<file path="config.mk">
export PLATFORM = sky130hd
export DESIGN_NAME = uarbs_top
export DESIGN_NICKNAME = d
export VERILOG_FILES = /design/src/uarbs_pkg.sv /design/src/uarbs_fifo.sv /design/src/uarbs_shift.sv /design/src/uarbs_top.sv
export SDC_FILE = /design/constraint.sdc
export NUM_CORES = 1
export LEC_CHECK = 0
export CAP_MARGIN = 30
export CORE_MARGIN = 2
export CORE_UTILIZATION = 61
export DETAILED_ROUTE_END_ITERATION = 7
export DONT_BUFFER_PORTS = 1
export GPL_ROUTABILITY_DRIVEN = 0
export GPL_TIMING_DRIVEN = 0
export PLACE_DENSITY = 0.77
export SLEW_MARGIN = 20
export SYNTH_ARGS = -nofsm -noshare
export SYNTH_HDL_FRONTEND = slang
export SYNTH_HIERARCHICAL = 1
export SYNTH_SLANG_ARGS = --single-unit
</file>
<file path="constraint.sdc">
create_clock -name pclk -period 2.95 [get_ports pclk]
set_input_delay 0.4425 -clock pclk [delete_from_list [all_inputs] [get_ports pclk]]
set_output_delay 0.4425 -clock pclk [all_outputs]
set_load 0.03 [all_outputs]
</file>
<file path="src/uarbs_pkg.sv">
// constants and types shared by the receive buffer and status block
package uarbs_pkg;

  // register byte offsets on the apb bus
  localparam logic [7:0] OFF_CS_A = 8'h00;
  localparam logic [7:0] OFF_CS_B = 8'h04;
  localparam logic [7:0] OFF_CS_C = 8'h08;
  localparam logic [7:0] OFF_RX_DATA = 8'h0c;

  // ctrl_status_a bit positions
  localparam int A_RX_COMPLETE = 7;
  localparam int A_FRAME_ERR = 4;
  localparam int A_OVERRUN = 3;
  localparam int A_PARITY_ERR = 2;

  // ctrl_status_b bit positions
  localparam int B_RX_IRQ_EN = 7;
  localparam int B_RX_EN = 4;
  localparam int B_CHAR_SIZE_HI = 2;
  localparam int B_RX_NINTH = 1;

  // ctrl_status_c bit positions
  localparam int C_PARITY_EN = 5;
  localparam int C_PARITY_ODD = 4;
  localparam int C_STOP_SEL = 3;
  localparam int C_CHAR_SIZE_HI = 2;
  localparam int C_CHAR_SIZE_LO = 1;

  // values after reset and write masks
  localparam logic [7:0] CS_B_RESET = 8'h00;
  localparam logic [7:0] CS_C_RESET = 8'h06;
  localparam logic [7:0] CS_B_WMASK = 8'hfd;

  // receive buffer geometry and entry layout
  localparam int FIFO_DEPTH = 2;
  localparam int ENTRY_W = 12;
  localparam int E_PARITY_ERR = 0;
  localparam int E_OVERRUN = 1;
  localparam int E_FRAME_ERR = 2;
  localparam int E_DATA_LO = 3;
  localparam int E_NINTH = 11;

  // character size codes
  localparam logic [2:0] CSZ_NINE = 3'h7;
  localparam logic [3:0] BITS_NINE = 4'h9;
  localparam logic [3:0] BITS_EIGHT = 4'h8;
  localparam logic [3:0] BITS_BASE = 4'h5;

  // frame assembly states
  typedef enum logic [1:0] {
    UARBS_IDLE = 2'b00,
    UARBS_RECV = 2'b01,
    UARBS_HOLD = 2'b10
  } uarbs_rx_state_t;

endpackage : uarbs_pkg

</file>
<file path="src/uarbs_fifo.sv">
// two-entry receive buffer holding each frame with its status bits
module uarbs_fifo #(
  parameter int WIDTH = uarbs_pkg::ENTRY_W,
  parameter int DEPTH = uarbs_pkg::FIFO_DEPTH
) (
  input wire logic pclk,
  input wire logic presetn,
  input wire logic flush,
  input wire logic push_valid,
  output logic push_ready,
  input wire logic [WIDTH-1:0] push_entry,
  input wire logic pop,
  output logic not_empty,
  output logic [WIDTH-1:0] head
);

  localparam int CW = $clog2(DEPTH + 1);

  typedef struct packed {
    logic [DEPTH-1:0][WIDTH-1:0] mem;
    logic [CW-1:0] count;
  } uarbs_fifo_state_t;

  uarbs_fifo_state_t s;
  uarbs_fifo_state_t next_s;

  assign push_ready = (s.count < CW'(DEPTH));
  assign not_empty = (s.count != '0);
  assign head = s.mem[0];

  // entry 0 is always the head; a pop shifts every entry down by one
  always_comb begin
    next_s = s;
    if (flush) begin
      next_s = '0;
    end else begin
      if (pop && not_empty) begin
        for (int i = 0; i < DEPTH - 1; i++) begin
          next_s.mem[i] = s.mem[i + 1];
        end
        next_s.mem[DEPTH-1] = '0;
        next_s.count = s.count - 1'b1;
      end
      // push_ready looks at the old count, so a full buffer refuses even
      // when a pop frees a slot in the same cycle
      if (push_valid && push_ready) begin
        next_s.mem[next_s.count] = push_entry;
        next_s.count = next_s.count + 1'b1;
      end
    end
  end

  always_ff @(posedge pclk or negedge presetn) begin
    if (!presetn) begin
      s <= '0;
    end else begin
      s <= next_s;
    end
  end

endmodule : uarbs_fifo

</file>
<file path="src/uarbs_shift.sv">
// receive shift register: assembles recovered bits into buffer entries
module uarbs_shift (
  input wire logic pclk,
  input wire logic presetn,
  input wire logic enable,
  input wire logic [3:0] data_bits,
  input wire logic parity_en,
  input wire logic parity_odd,
  input wire logic bit_start,
  input wire logic bit_valid,
  input wire logic bit_value,
  input wire logic push_ready,
  output logic push_valid,
  output logic [uarbs_pkg::ENTRY_W-1:0] push_entry
);

  typedef struct packed {
    uarbs_pkg::uarbs_rx_state_t state;
    logic [3:0] cnt;
    logic [8:0] data;
    logic par;
    logic fe;
    logic perr;
    logic ovr_pend;
  } uarbs_shift_state_t;

  uarbs_shift_state_t s;
  uarbs_shift_state_t next_s;

  assign push_valid = (s.state == uarbs_pkg::UARBS_HOLD);
  assign push_entry = {s.data, s.fe, s.ovr_pend, s.perr};

  always_comb begin
    next_s = s;
    if (!enable) begin
      next_s = '0;
    end else begin
      case (s.state)
        uarbs_pkg::UARBS_IDLE: begin
          if (bit_start) begin
            next_s.state = uarbs_pkg::UARBS_RECV;
            next_s.cnt = '0;
            next_s.data = '0;
            next_s.par = 1'b0;
          end
        end
        uarbs_pkg::UARBS_RECV: begin
          if (bit_valid) begin
            next_s.cnt = s.cnt + 1'b1;
            if (s.cnt < data_bits) begin
              next_s.data[s.cnt] = bit_value;
              next_s.par = s.par ^ bit_value;
            end else if (parity_en && s.cnt == data_bits) begin
              next_s.par = s.par ^ bit_value;
            end else begin
              // first stop bit ends the frame; later stop bits never seen
              next_s.fe = ~bit_value;
              next_s.perr = parity_en & (s.par ^ parity_odd);
              next_s.state = uarbs_pkg::UARBS_HOLD;
            end
          end
        end
        uarbs_pkg::UARBS_HOLD: begin
          if (push_ready) begin
            next_s.ovr_pend = 1'b0;
            next_s.state = bit_start ? uarbs_pkg::UARBS_RECV
                                     : uarbs_pkg::UARBS_IDLE;
            next_s.cnt = '0;
            next_s.data = '0;
            next_s.par = 1'b0;
          end else if (bit_start) begin
            // buffer full, frame waiting, new start: waiting frame is lost
            next_s.ovr_pend = 1'b1;
            next_s.state = uarbs_pkg::UARBS_RECV;
            next_s.cnt = '0;
            next_s.data = '0;
            next_s.par = 1'b0;
          end
        end
        default: begin
          next_s = '0;
        end
      endcase
    end
  end

  always_ff @(posedge pclk or negedge presetn) begin
    if (!presetn) begin
      s <= '0;
    end else begin
      s <= next_s;
    end
  end

endmodule : uarbs_shift

</file>
<file path="src/uarbs_top.sv">
// uart receive buffer and status registers behind an apb slave
//
// Summary of operation
// - data read advances buffer and its status
// - receive complete flag shows buffer not empty
// - clearing receiver enable flushes the buffer
// - interrupt requested while flag and enable set
// - error flags travel in buffer with frame
// - writes cannot change error flags
// - error flags never raise an interrupt
// - frame error is inverse of first stop
// - frame error ignores stop bit count setting
// - overrun on full buffer, waiting frame, start
// - overrun marks frames lost before this one
// - overrun clears on successful frame transfer
// - parity error zero while checking is off
// - upper mode bit enables, lower picks type
// - parity computed, compared, stored with data
// - parity error valid until data read
// - disabling receiver abandons reception at once
// - disabled receiver releases the receive pin
// - first stop bit moves frame into buffer
//
// The APB interface to the registers and the register offsets were left to the implementer.
module uarbs_top #(
  parameter int ADDR_W = 8
) (
  input wire logic pclk,
  input wire logic presetn,
  input wire logic psel,
  input wire logic penable,
  input wire logic pwrite,
  input wire logic [ADDR_W-1:0] paddr,
  input wire logic [31:0] pwdata,
  output logic [31:0] prdata,
  output logic pready,
  output logic pslverr,
  input wire logic bit_start,
  input wire logic bit_valid,
  input wire logic bit_value,
  output logic rx_complete_irq,
  output logic rx_pin_override
);

  typedef struct packed {
    logic [7:0] cs_b;
    logic [7:0] cs_c;
    logic [31:0] prdata;
    logic pready;
    logic pslverr;
    logic pop_armed;
    logic irq;
    logic override;
  } uarbs_top_state_t;

  uarbs_top_state_t s;
  uarbs_top_state_t next_s;

  // control fields decoded from the stored control registers
  logic rx_enable_bit;
  logic rx_complete_irq_enable;
  logic parity_enable_bit;
  logic parity_odd_select;
  logic stop_bit_select;
  logic [2:0] char_size_field;
  logic [3:0] data_bits;

  // buffer and shift register connections
  logic fifo_flush;
  logic fifo_pop;
  logic fifo_not_empty;
  logic fifo_push_ready;
  logic shift_push_valid;
  logic [uarbs_pkg::ENTRY_W-1:0] shift_entry;
  logic [uarbs_pkg::ENTRY_W-1:0] head;

  // status of the next readable frame
  logic rx_complete_flag;
  logic frame_error_flag;
  logic overrun_flag;
  logic parity_error_flag;
  logic rx_ninth_bit;
  logic [7:0] rx_data_byte;

  // apb phase decode
  logic setup_phase;
  logic access_done;
  logic [7:0] addr8;
  logic [7:0] rd_byte;
  logic addr_ok;

  assign rx_enable_bit = s.cs_b[uarbs_pkg::B_RX_EN];
  assign rx_complete_irq_enable = s.cs_b[uarbs_pkg::B_RX_IRQ_EN];
  assign parity_enable_bit = s.cs_c[uarbs_pkg::C_PARITY_EN];
  assign parity_odd_select = s.cs_c[uarbs_pkg::C_PARITY_ODD];
  // stop bit count is stored but has no effect on reception
  assign stop_bit_select = s.cs_c[uarbs_pkg::C_STOP_SEL];
  assign char_size_field = {s.cs_b[uarbs_pkg::B_CHAR_SIZE_HI],
                            s.cs_c[uarbs_pkg::C_CHAR_SIZE_HI],
                            s.cs_c[uarbs_pkg::C_CHAR_SIZE_LO]};

  // character length; reserved size codes fall back to eight bits
  always_comb begin
    if (char_size_field == uarbs_pkg::CSZ_NINE) begin
      data_bits = uarbs_pkg::BITS_NINE;
    end else if (!char_size_field[2]) begin
      data_bits = uarbs_pkg::BITS_BASE + {2'b00, char_size_field[1:0]};
    end else begin
      data_bits = uarbs_pkg::BITS_EIGHT;
    end
  end

  // a disabled receiver empties the buffer every cycle it stays off
  assign fifo_flush = ~rx_enable_bit;

  uarbs_shift u_shift (
    .pclk(pclk),
    .presetn(presetn),
    .enable(rx_enable_bit),
    .data_bits(data_bits),
    .parity_en(parity_enable_bit),
    .parity_odd(parity_odd_select),
    .bit_start(bit_start),
    .bit_valid(bit_valid),
    .bit_value(bit_value),
    .push_ready(fifo_push_ready),
    .push_valid(shift_push_valid),
    .push_entry(shift_entry)
  );

  uarbs_fifo #(
    .WIDTH(uarbs_pkg::ENTRY_W),
    .DEPTH(uarbs_pkg::FIFO_DEPTH)
  ) u_fifo (
    .pclk(pclk),
    .presetn(presetn),
    .flush(fifo_flush),
    .push_valid(shift_push_valid),
    .push_ready(fifo_push_ready),
    .push_entry(shift_entry),
    .pop(fifo_pop),
    .not_empty(fifo_not_empty),
    .head(head)
  );

  // status fields come from the buffer head; an empty buffer shows zeros
  assign rx_complete_flag = fifo_not_empty;
  assign frame_error_flag = fifo_not_empty
                          & head[uarbs_pkg::E_FRAME_ERR];
  assign overrun_flag = fifo_not_empty
                      & head[uarbs_pkg::E_OVERRUN];
  assign parity_error_flag = fifo_not_empty
                           & head[uarbs_pkg::E_PARITY_ERR];
  assign rx_ninth_bit = fifo_not_empty & head[uarbs_pkg::E_NINTH];
  assign rx_data_byte = fifo_not_empty
                      ? head[uarbs_pkg::E_DATA_LO +: 8] : 8'h00;

  // apb phases: read data and answer are prepared in the setup cycle
  assign setup_phase = psel & ~penable;
  assign access_done = psel & penable & s.pready;
  assign addr8 = 8'(paddr);

  // the pop is armed in setup so a frame landing in between is not lost
  assign fifo_pop = access_done & ~pwrite & s.pop_armed;

  // address decode and read multiplexer
  always_comb begin
    addr_ok = 1'b1;
    rd_byte = 8'h00;
    if (paddr != ADDR_W'(addr8)) begin
      addr_ok = 1'b0;
    end else if (addr8 == uarbs_pkg::OFF_CS_A) begin
      rd_byte[uarbs_pkg::A_RX_COMPLETE] = rx_complete_flag;
      rd_byte[uarbs_pkg::A_FRAME_ERR] = frame_error_flag;
      rd_byte[uarbs_pkg::A_OVERRUN] = overrun_flag;
      rd_byte[uarbs_pkg::A_PARITY_ERR] = parity_error_flag;
    end else if (addr8 == uarbs_pkg::OFF_CS_B) begin
      rd_byte = s.cs_b;
      rd_byte[uarbs_pkg::B_RX_NINTH] = rx_ninth_bit;
    end else if (addr8 == uarbs_pkg::OFF_CS_C) begin
      rd_byte = s.cs_c;
    end else if (addr8 == uarbs_pkg::OFF_RX_DATA) begin
      rd_byte = rx_data_byte;
    end else begin
      addr_ok = 1'b0;
    end
  end

  // register state update: apb answer, control writes, outputs
  always_comb begin
    next_s = s;
    // zero-wait slave: ready rises in the first access cycle and drops
    next_s.pready = 1'b0;
    next_s.pslverr = 1'b0;
    next_s.pop_armed = 1'b0;
    if (setup_phase) begin
      next_s.pready = 1'b1;
      next_s.pslverr = ~addr_ok;
      next_s.prdata = pwrite ? 32'h0000_0000 : {24'h00_0000, rd_byte};
      next_s.pop_armed = addr_ok & ~pwrite
                       & (addr8 == uarbs_pkg::OFF_RX_DATA)
                       & fifo_not_empty;
    end
    // writes land on the access edge; flag and data locations ignore them
    if (access_done && pwrite && addr_ok) begin
      if (addr8 == uarbs_pkg::OFF_CS_B) begin
        next_s.cs_b = (pwdata[7:0] & uarbs_pkg::CS_B_WMASK)
                    | (s.cs_b & ~uarbs_pkg::CS_B_WMASK);
      end else if (addr8 == uarbs_pkg::OFF_CS_C) begin
        next_s.cs_c = pwdata[7:0];
      end
      // ctrl_status_a writes are dropped so the flags stay intact
    end
    // interrupt follows the flag gated by its enable; error flags play no part
    next_s.irq = rx_complete_irq_enable & rx_complete_flag;
    next_s.override = rx_enable_bit;
  end

  always_ff @(posedge pclk or negedge presetn) begin
    if (!presetn) begin
      s <= '{cs_b: uarbs_pkg::CS_B_RESET,
             cs_c: uarbs_pkg::CS_C_RESET,
             prdata: 32'h0000_0000,
             pready: 1'b0,
             pslverr: 1'b0,
             pop_armed: 1'b0,
             irq: 1'b0,
             override: 1'b0};
    end else begin
      s <= next_s;
    end
  end

  assign prdata = s.prdata;
  assign pready = s.pready;
  assign pslverr = s.pslverr;
  assign rx_complete_irq = s.irq;
  assign rx_pin_override = s.override;

endmodule : uarbs_top

</file>
# Word level (Yosys, flattened, before mapping)
# Index checks and enable logic that the tools add are counted.
[classes] n_eq_ne=15 bitwise=22 n_reduce_logical=19 addsub=4 n_lt_le_gt_ge=6 n_mux=43
[op_table] operator="$mux 26" count=4
[op_table] operator="$pmux 16 s3" count=1
[op_table] operator="$mux 8" count=5
[op_table] operator="$mux 16" count=2
[op_table] operator="$bwmux 24" count=1
[op_table] operator="$mux 19" count=1
[op_table] operator="$mux 18" count=1
[op_table] operator="$eq 8x4->1 const B" count=2
[op_table] operator="$and 1x1->1" count=14
[op_table] operator="$demux 12 s1" count=1
[op_table] operator="$mux 12" count=1
[op_table] operator="$mux 2" count=6
[op_table] operator="$mux 1" count=11
[op_table] operator="$bwmux 9" count=1
[op_table] operator="$mux 9" count=1
[op_table] operator="$ne 3x3->1 const B" count=3
[op_table] operator="$eq 8x3->1 const B" count=1
[op_table] operator="$logic_not 8->1" count=1
[op_table] operator="$mux 4" count=2
[op_table] operator="$or 8x2->8" count=1
[op_table] operator="$reduce_and 2->1" count=4
[op_table] operator="$logic_and 1x1->1" count=7
[op_table] operator="$mux 3" count=2
[op_table] operator="$reduce_and 3->1" count=2
[op_table] operator="other kinds (26)" count=34
[totals] word_cells=127 out_inout_bits=36 reg_bits=74 inputBits=48

# Longest topological paths before layout
[depth] depth_word=14 ltp_mapped=11 mapped_depth_nobuf=10

# Hierarchy
# The synthesis kept the hierarchy.
[by_module_without_submodules] module="uarbs_top" seq_area_each_um2=703.2 instances=1 cells_each=152 area_each_um2=1610.3
[by_module_without_submodules] module="uarbs_shift" seq_area_each_um2=475.5 instances=1 cells_each=162 area_each_um2=1437.6
[by_module_without_submodules] module="uarbs_fifo" seq_area_each_um2=650.6 instances=1 cells_each=127 area_each_um2=1360.1

# Worst setup path after synthesis
# No wires, ideal clock.
[synth_path] path_kind="flip-flop to flip-flop" start="register s, in the netlist pready" end="register u_fifo.s, in the netlist u_fifo/head[10]" stages_incl_launch_ff=12 period_less_slack_ns=2.202 path_slack_ns=0.748 setup_ns=0.099 t_required_ns=2.851 t_arrival_ns=2.103 n_path_buf=3 path_cell_list="dfrtp_1 -> nand3_1 -> nor3b_1 -> nor2b_1 -> buf_6 -> buf_6 -> o21ai_0 -> ha_1 -> nand3b_4 -> buf_4 -> nor2_1 -> a311oi_1"
[synth_lines] item="start, declared" line_no="uarbs_top.sv:56" rtl="uarbs_top_state_t s;"
[synth_lines] item="start signal, assigned" line_no="uarbs_top.sv:221" rtl="s <= '{cs_b: uarbs_pkg::CS_B_RESET,"
[synth_lines] item="start signal, assigned" line_no="uarbs_top.sv:230" rtl="s <= next_s;"
[synth_lines] item="end signal, assigned" line_no="uarbs_fifo.sv:57" rtl="s <= next_s;"
[synth_lines] item="end, declared" line_no="uarbs_fifo.sv:24" rtl="uarbs_fifo_state_t s;"

==> summary.txt <==
Die
  – Core ar.: 0.00691 mm^2
  – Chip width: 89.0 um
  – Height of the die: 89.0 um
  – Row count: 30
  – Starting Density: 63.8%
  – DIE AREA: 0.00792 mm^2
  – Io pins: 84

Global routing
  – First-pass GRT wire length: 15.4 mm
  – Vias in the first global route: 3,234
  – Total GRT Usage: 25.6%
  – Initial antenna violation count: 0
  – Congestion Overflow GR: 0
  – Largest net degree at the start of global routing: 74

Setup path
  – Buf/Inv on CP: 3
  – Critical path startpoint category: flop
  – RR Endpoint: u_fifo/head[5]
  – Crit path DAT: 2830 ps
  – Reg2reg setup slack: 390 ps
  – Crit. End Element: flop
  – Highest-delay cell along the critical path: dfrtp_1
  – Worst R2R Start: pready
  – Crit path cell chain: nand3_1 -> nor3b_1 -> nor2b_1 -> buf_6 -> buf_6 -> o21ai_0 -> ha_1 -> nand3b_4 -> buf_4 -> nor2_1 -> a311oi_1
  – Maximum fanout along the worst path: 10
  – Most used cell, CP: buf_6
  – Critical path data required time: 3210 ps
  – Critical Path Sink: u_fifo/head[5]
  – Setup crit start: pready
  – Setup CP Type: flop to flop
  – R2R depth: 11
  – CP delay by family, top: simple AND/OR/NAND/NOR gates
  – Largest stage delay on the critical path: 530 ps
  – WP depth: 11

Cells and area
  – Final-layout fill cell count: 574
  – Share of cells above drive strength 1: 26.3%
  – Area grow syn2layout: 9.42%
  – ANT cells: 0
  – Final Cell Area: 0.00482 mm^2
  – Nets: 536

Pwr
  – Switching pwr: 0.493 mW
  – Comb power frac: 7.0%
  – Maximum vdd ir drop: 0.257 mV
  – Pwr per Cell Area: 382 mW/mm^2
  – Leakage: 2.26 nW
  – Clk pwr share: 38.4%
  – Power Total: 1.84 mW
  – Seq pwr share: 54.7%
  – Sw Ratio: 26.8%
  – P_int: 1.35 mW

Logic synthesis
  – Seq/Total Area, Yosys: 41.5%
  – Yosys cell types: 58
  – Mapped Area: 0.00441 mm^2
  – Mapped Avg Cell Area: 10.0 um^2
  – Post-synth ARST share: 100%
  – Most common cell in the netlist: dfrtp_1
  – Post-synth top area share: 40.3%
  – Primary FF master, synth: dfrtp_1
  – Post-synth EDFFs: 0
  – Seq cells post-synth: 73
  – Synth top area cells: dfrtp_1 (40%), buf_4 (9.9%), mux2_2 (3.8%)
  – Syn Inst Count: 441
  – Synthesis Warnings: 6
  – Synth top cells by count: dfrtp_1 (71), buf_4 (58), nand2_1 (43)
  – Largest area contributor in the netlist: dfrtp_1

Detailed routing
  – Vias: 3,254
  – Post-route ant nets: 0
  – Routed length per instance: 16.4 um
  – DRC violations left: 0
  – Vias per cell: 5.63
  – Final wirelength: 9.45 mm
  – DR pass1 iterations: 4
  – Initial DRC Count: 248

Clock network
  – CTS Sinks: 73
  – CTS tree: done
  – H-tree level count: 3
  – Skew-Pair Late Insertion Delay: 360 ps
  – Clk pin slew, worst setup/hold paths: 80 ps
  – Largest buffer count on any clock path: 2
  – Gates resized, CTS repair: 0
  – Root Buffer Master: clkbuf_8
  – CTS buffer count: 9

Run status
  – Status: completed

STA
  – RSZ-0062 raised after global routing: false
  – Final setup fails: 0
  – Setup TNS: 0 ps
  – Clock Skew: 6.32 ps
  – Slew @ Worst Pin: 520 ps
  – Fin. max-slew vios: 0
  – Fmax: 390 MHz
  – Final period util: 86.9%
  – Hold Violations, Final: 0
  – Final critical-path required period: 2560 ps
  – Max transition margin: 65.3%

Worst hold path
  – Hold_sp: pwrite
  – Worst hold path class: primary input to flop

Place
  – Dpl cell area: 0.00461 mm^2
  – Final HPWL DP: 6.84 mm
  – Buffers on Ports: 0

Flow run
  – Max-cap violations: 0
-- through the flow --
| step | utilization, % | std cells | hold WS [ps] | setup slack, ps |
|---|---|---|---|---|
| detailed placement | 66.8 | 560 | 149 | 370 |
| floorplan | - | 464 | 147 | 748 |
| global placement | 66.8 | 560 | 149 | 443 |
| finish | 69.8 | 578 | 144 | 388 |
| CTS | 69.8 | 578 | 135 | 347 |
| global route | 69.8 | 578 | 131 | 133 |
-- worst min path at each step --
| stage | slack, ps | endpoint | depth (start not counted) |
|---|---|---|---|
| finish | 140 | s[2] | 1 |
| global placement | 150 | prdata[0] | 0 |
| detailed placement | 150 | prdata[5] | 0 |
| floorplan | 150 | char_size_field[2] | 0 |
| global route | 130 | s[2] | 1 |
| CTS | 140 | s[2] | 1 |
-- cells by family (layout without fill, tap and decap cells) --
| kind of cell | Yosys count | in the layout | share of synthesized area, % |
|---|---|---|---|
| buf+inv | 94 | 112 | 14.2 |
| mux | 20 | 20 | 5.17 |
| xor+xnor | 3 | 3 | 0.596 |
| compound gates | 100 | 100 | 17.4 |
| other cells | 1 | 24 | 0.0851 |
| simple gates | 139 | 139 | 17.9 |
| flops | 73 | 73 | 41.5 |
| fa+ha+maj | 11 | 11 | 3.12 |
-- timing repair --
action | 4_1_cts | 5_1_grt
hold endpoints to repair | 73 | 0
setup buffers | 0 | 0
hold buffers | 2 | 0
-- final cells by class --
class | count | area [um^2] | area share, %
Clock inverter | 6 | 43.8 | 0.908
Sequential cell | 73 | 1830 | 37.9
Timing Repair Buffer | 2 | 37.5 | 0.778
Clock buffer | 10 | 128 | 2.65
Buffer | 79 | 572 | 11.9
Multi-Input combinational cell | 297 | 2040 | 42.2
Tap cell | 96 | 120 | 2.49
Inverter | 15 | 56.3 | 1.17
-- per-layer routing --
metal | vias to the layer above | routed length, um | global-route usage [%]
met5 | - | 0 | 0
met4 | 0 | 201 | 10.3
met2 | 111 | 4470 | 42.2
li1 | 1571 | - | -
met1 | 1558 | 4140 | 32.6
met3 | 14 | 645 | 6.28
-- power by group through the flow --
stage               registers, mW  clock network [mW]  logic (mW)
floorplan                    1.03                   0      0.0949
global placement             1.03                   0       0.101
detailed placement           1.03                   0       0.102
CTS                          1.01               0.724       0.128
global route                 1.01               0.772       0.142
finish                       1.01               0.707       0.128
-- flip-flops by register name (all words and copies together) (netlist names), 3 cells and up --
| register | count |
|---|---|
| u_shift/s | 7 |
| s | 9 |
| char_size_field | 3 |
| u_fifo/s | 14 |
| u_shift/push_entry | 12 |
| prdata | 8 |
| u_fifo/head | 12 |
-- layout by cell type (no fill, tap or decap), types with 3 or more instances in the layout --
master	instances
a22oi_1	3
nand2_1	43
clkbuf_1	6
nand2b_1	8
a22o_1	7
conb_1	24
clkbuf_8	9
a311oi_1	12
inv_1	14
a211oi_1	4
o21ai_1	9
and4_1	4
nand4_1	4
nand3_1	15
clkinvlp_4	4
buf_4	58
o31ai_1	7
nor2_1	24
a21oi_1	17
a32o_1	13
buf_6	6
dfrtp_1	71
nor2b_1	7
a221oi_1	3
and3_1	6
nand3b_1	3
mux2i_1	3
mux2_2	15
ha_1	11
o21ai_0	14
and2_1	3
and3b_1	3
buf_2	10
Power figures use the tool's default switching activity.
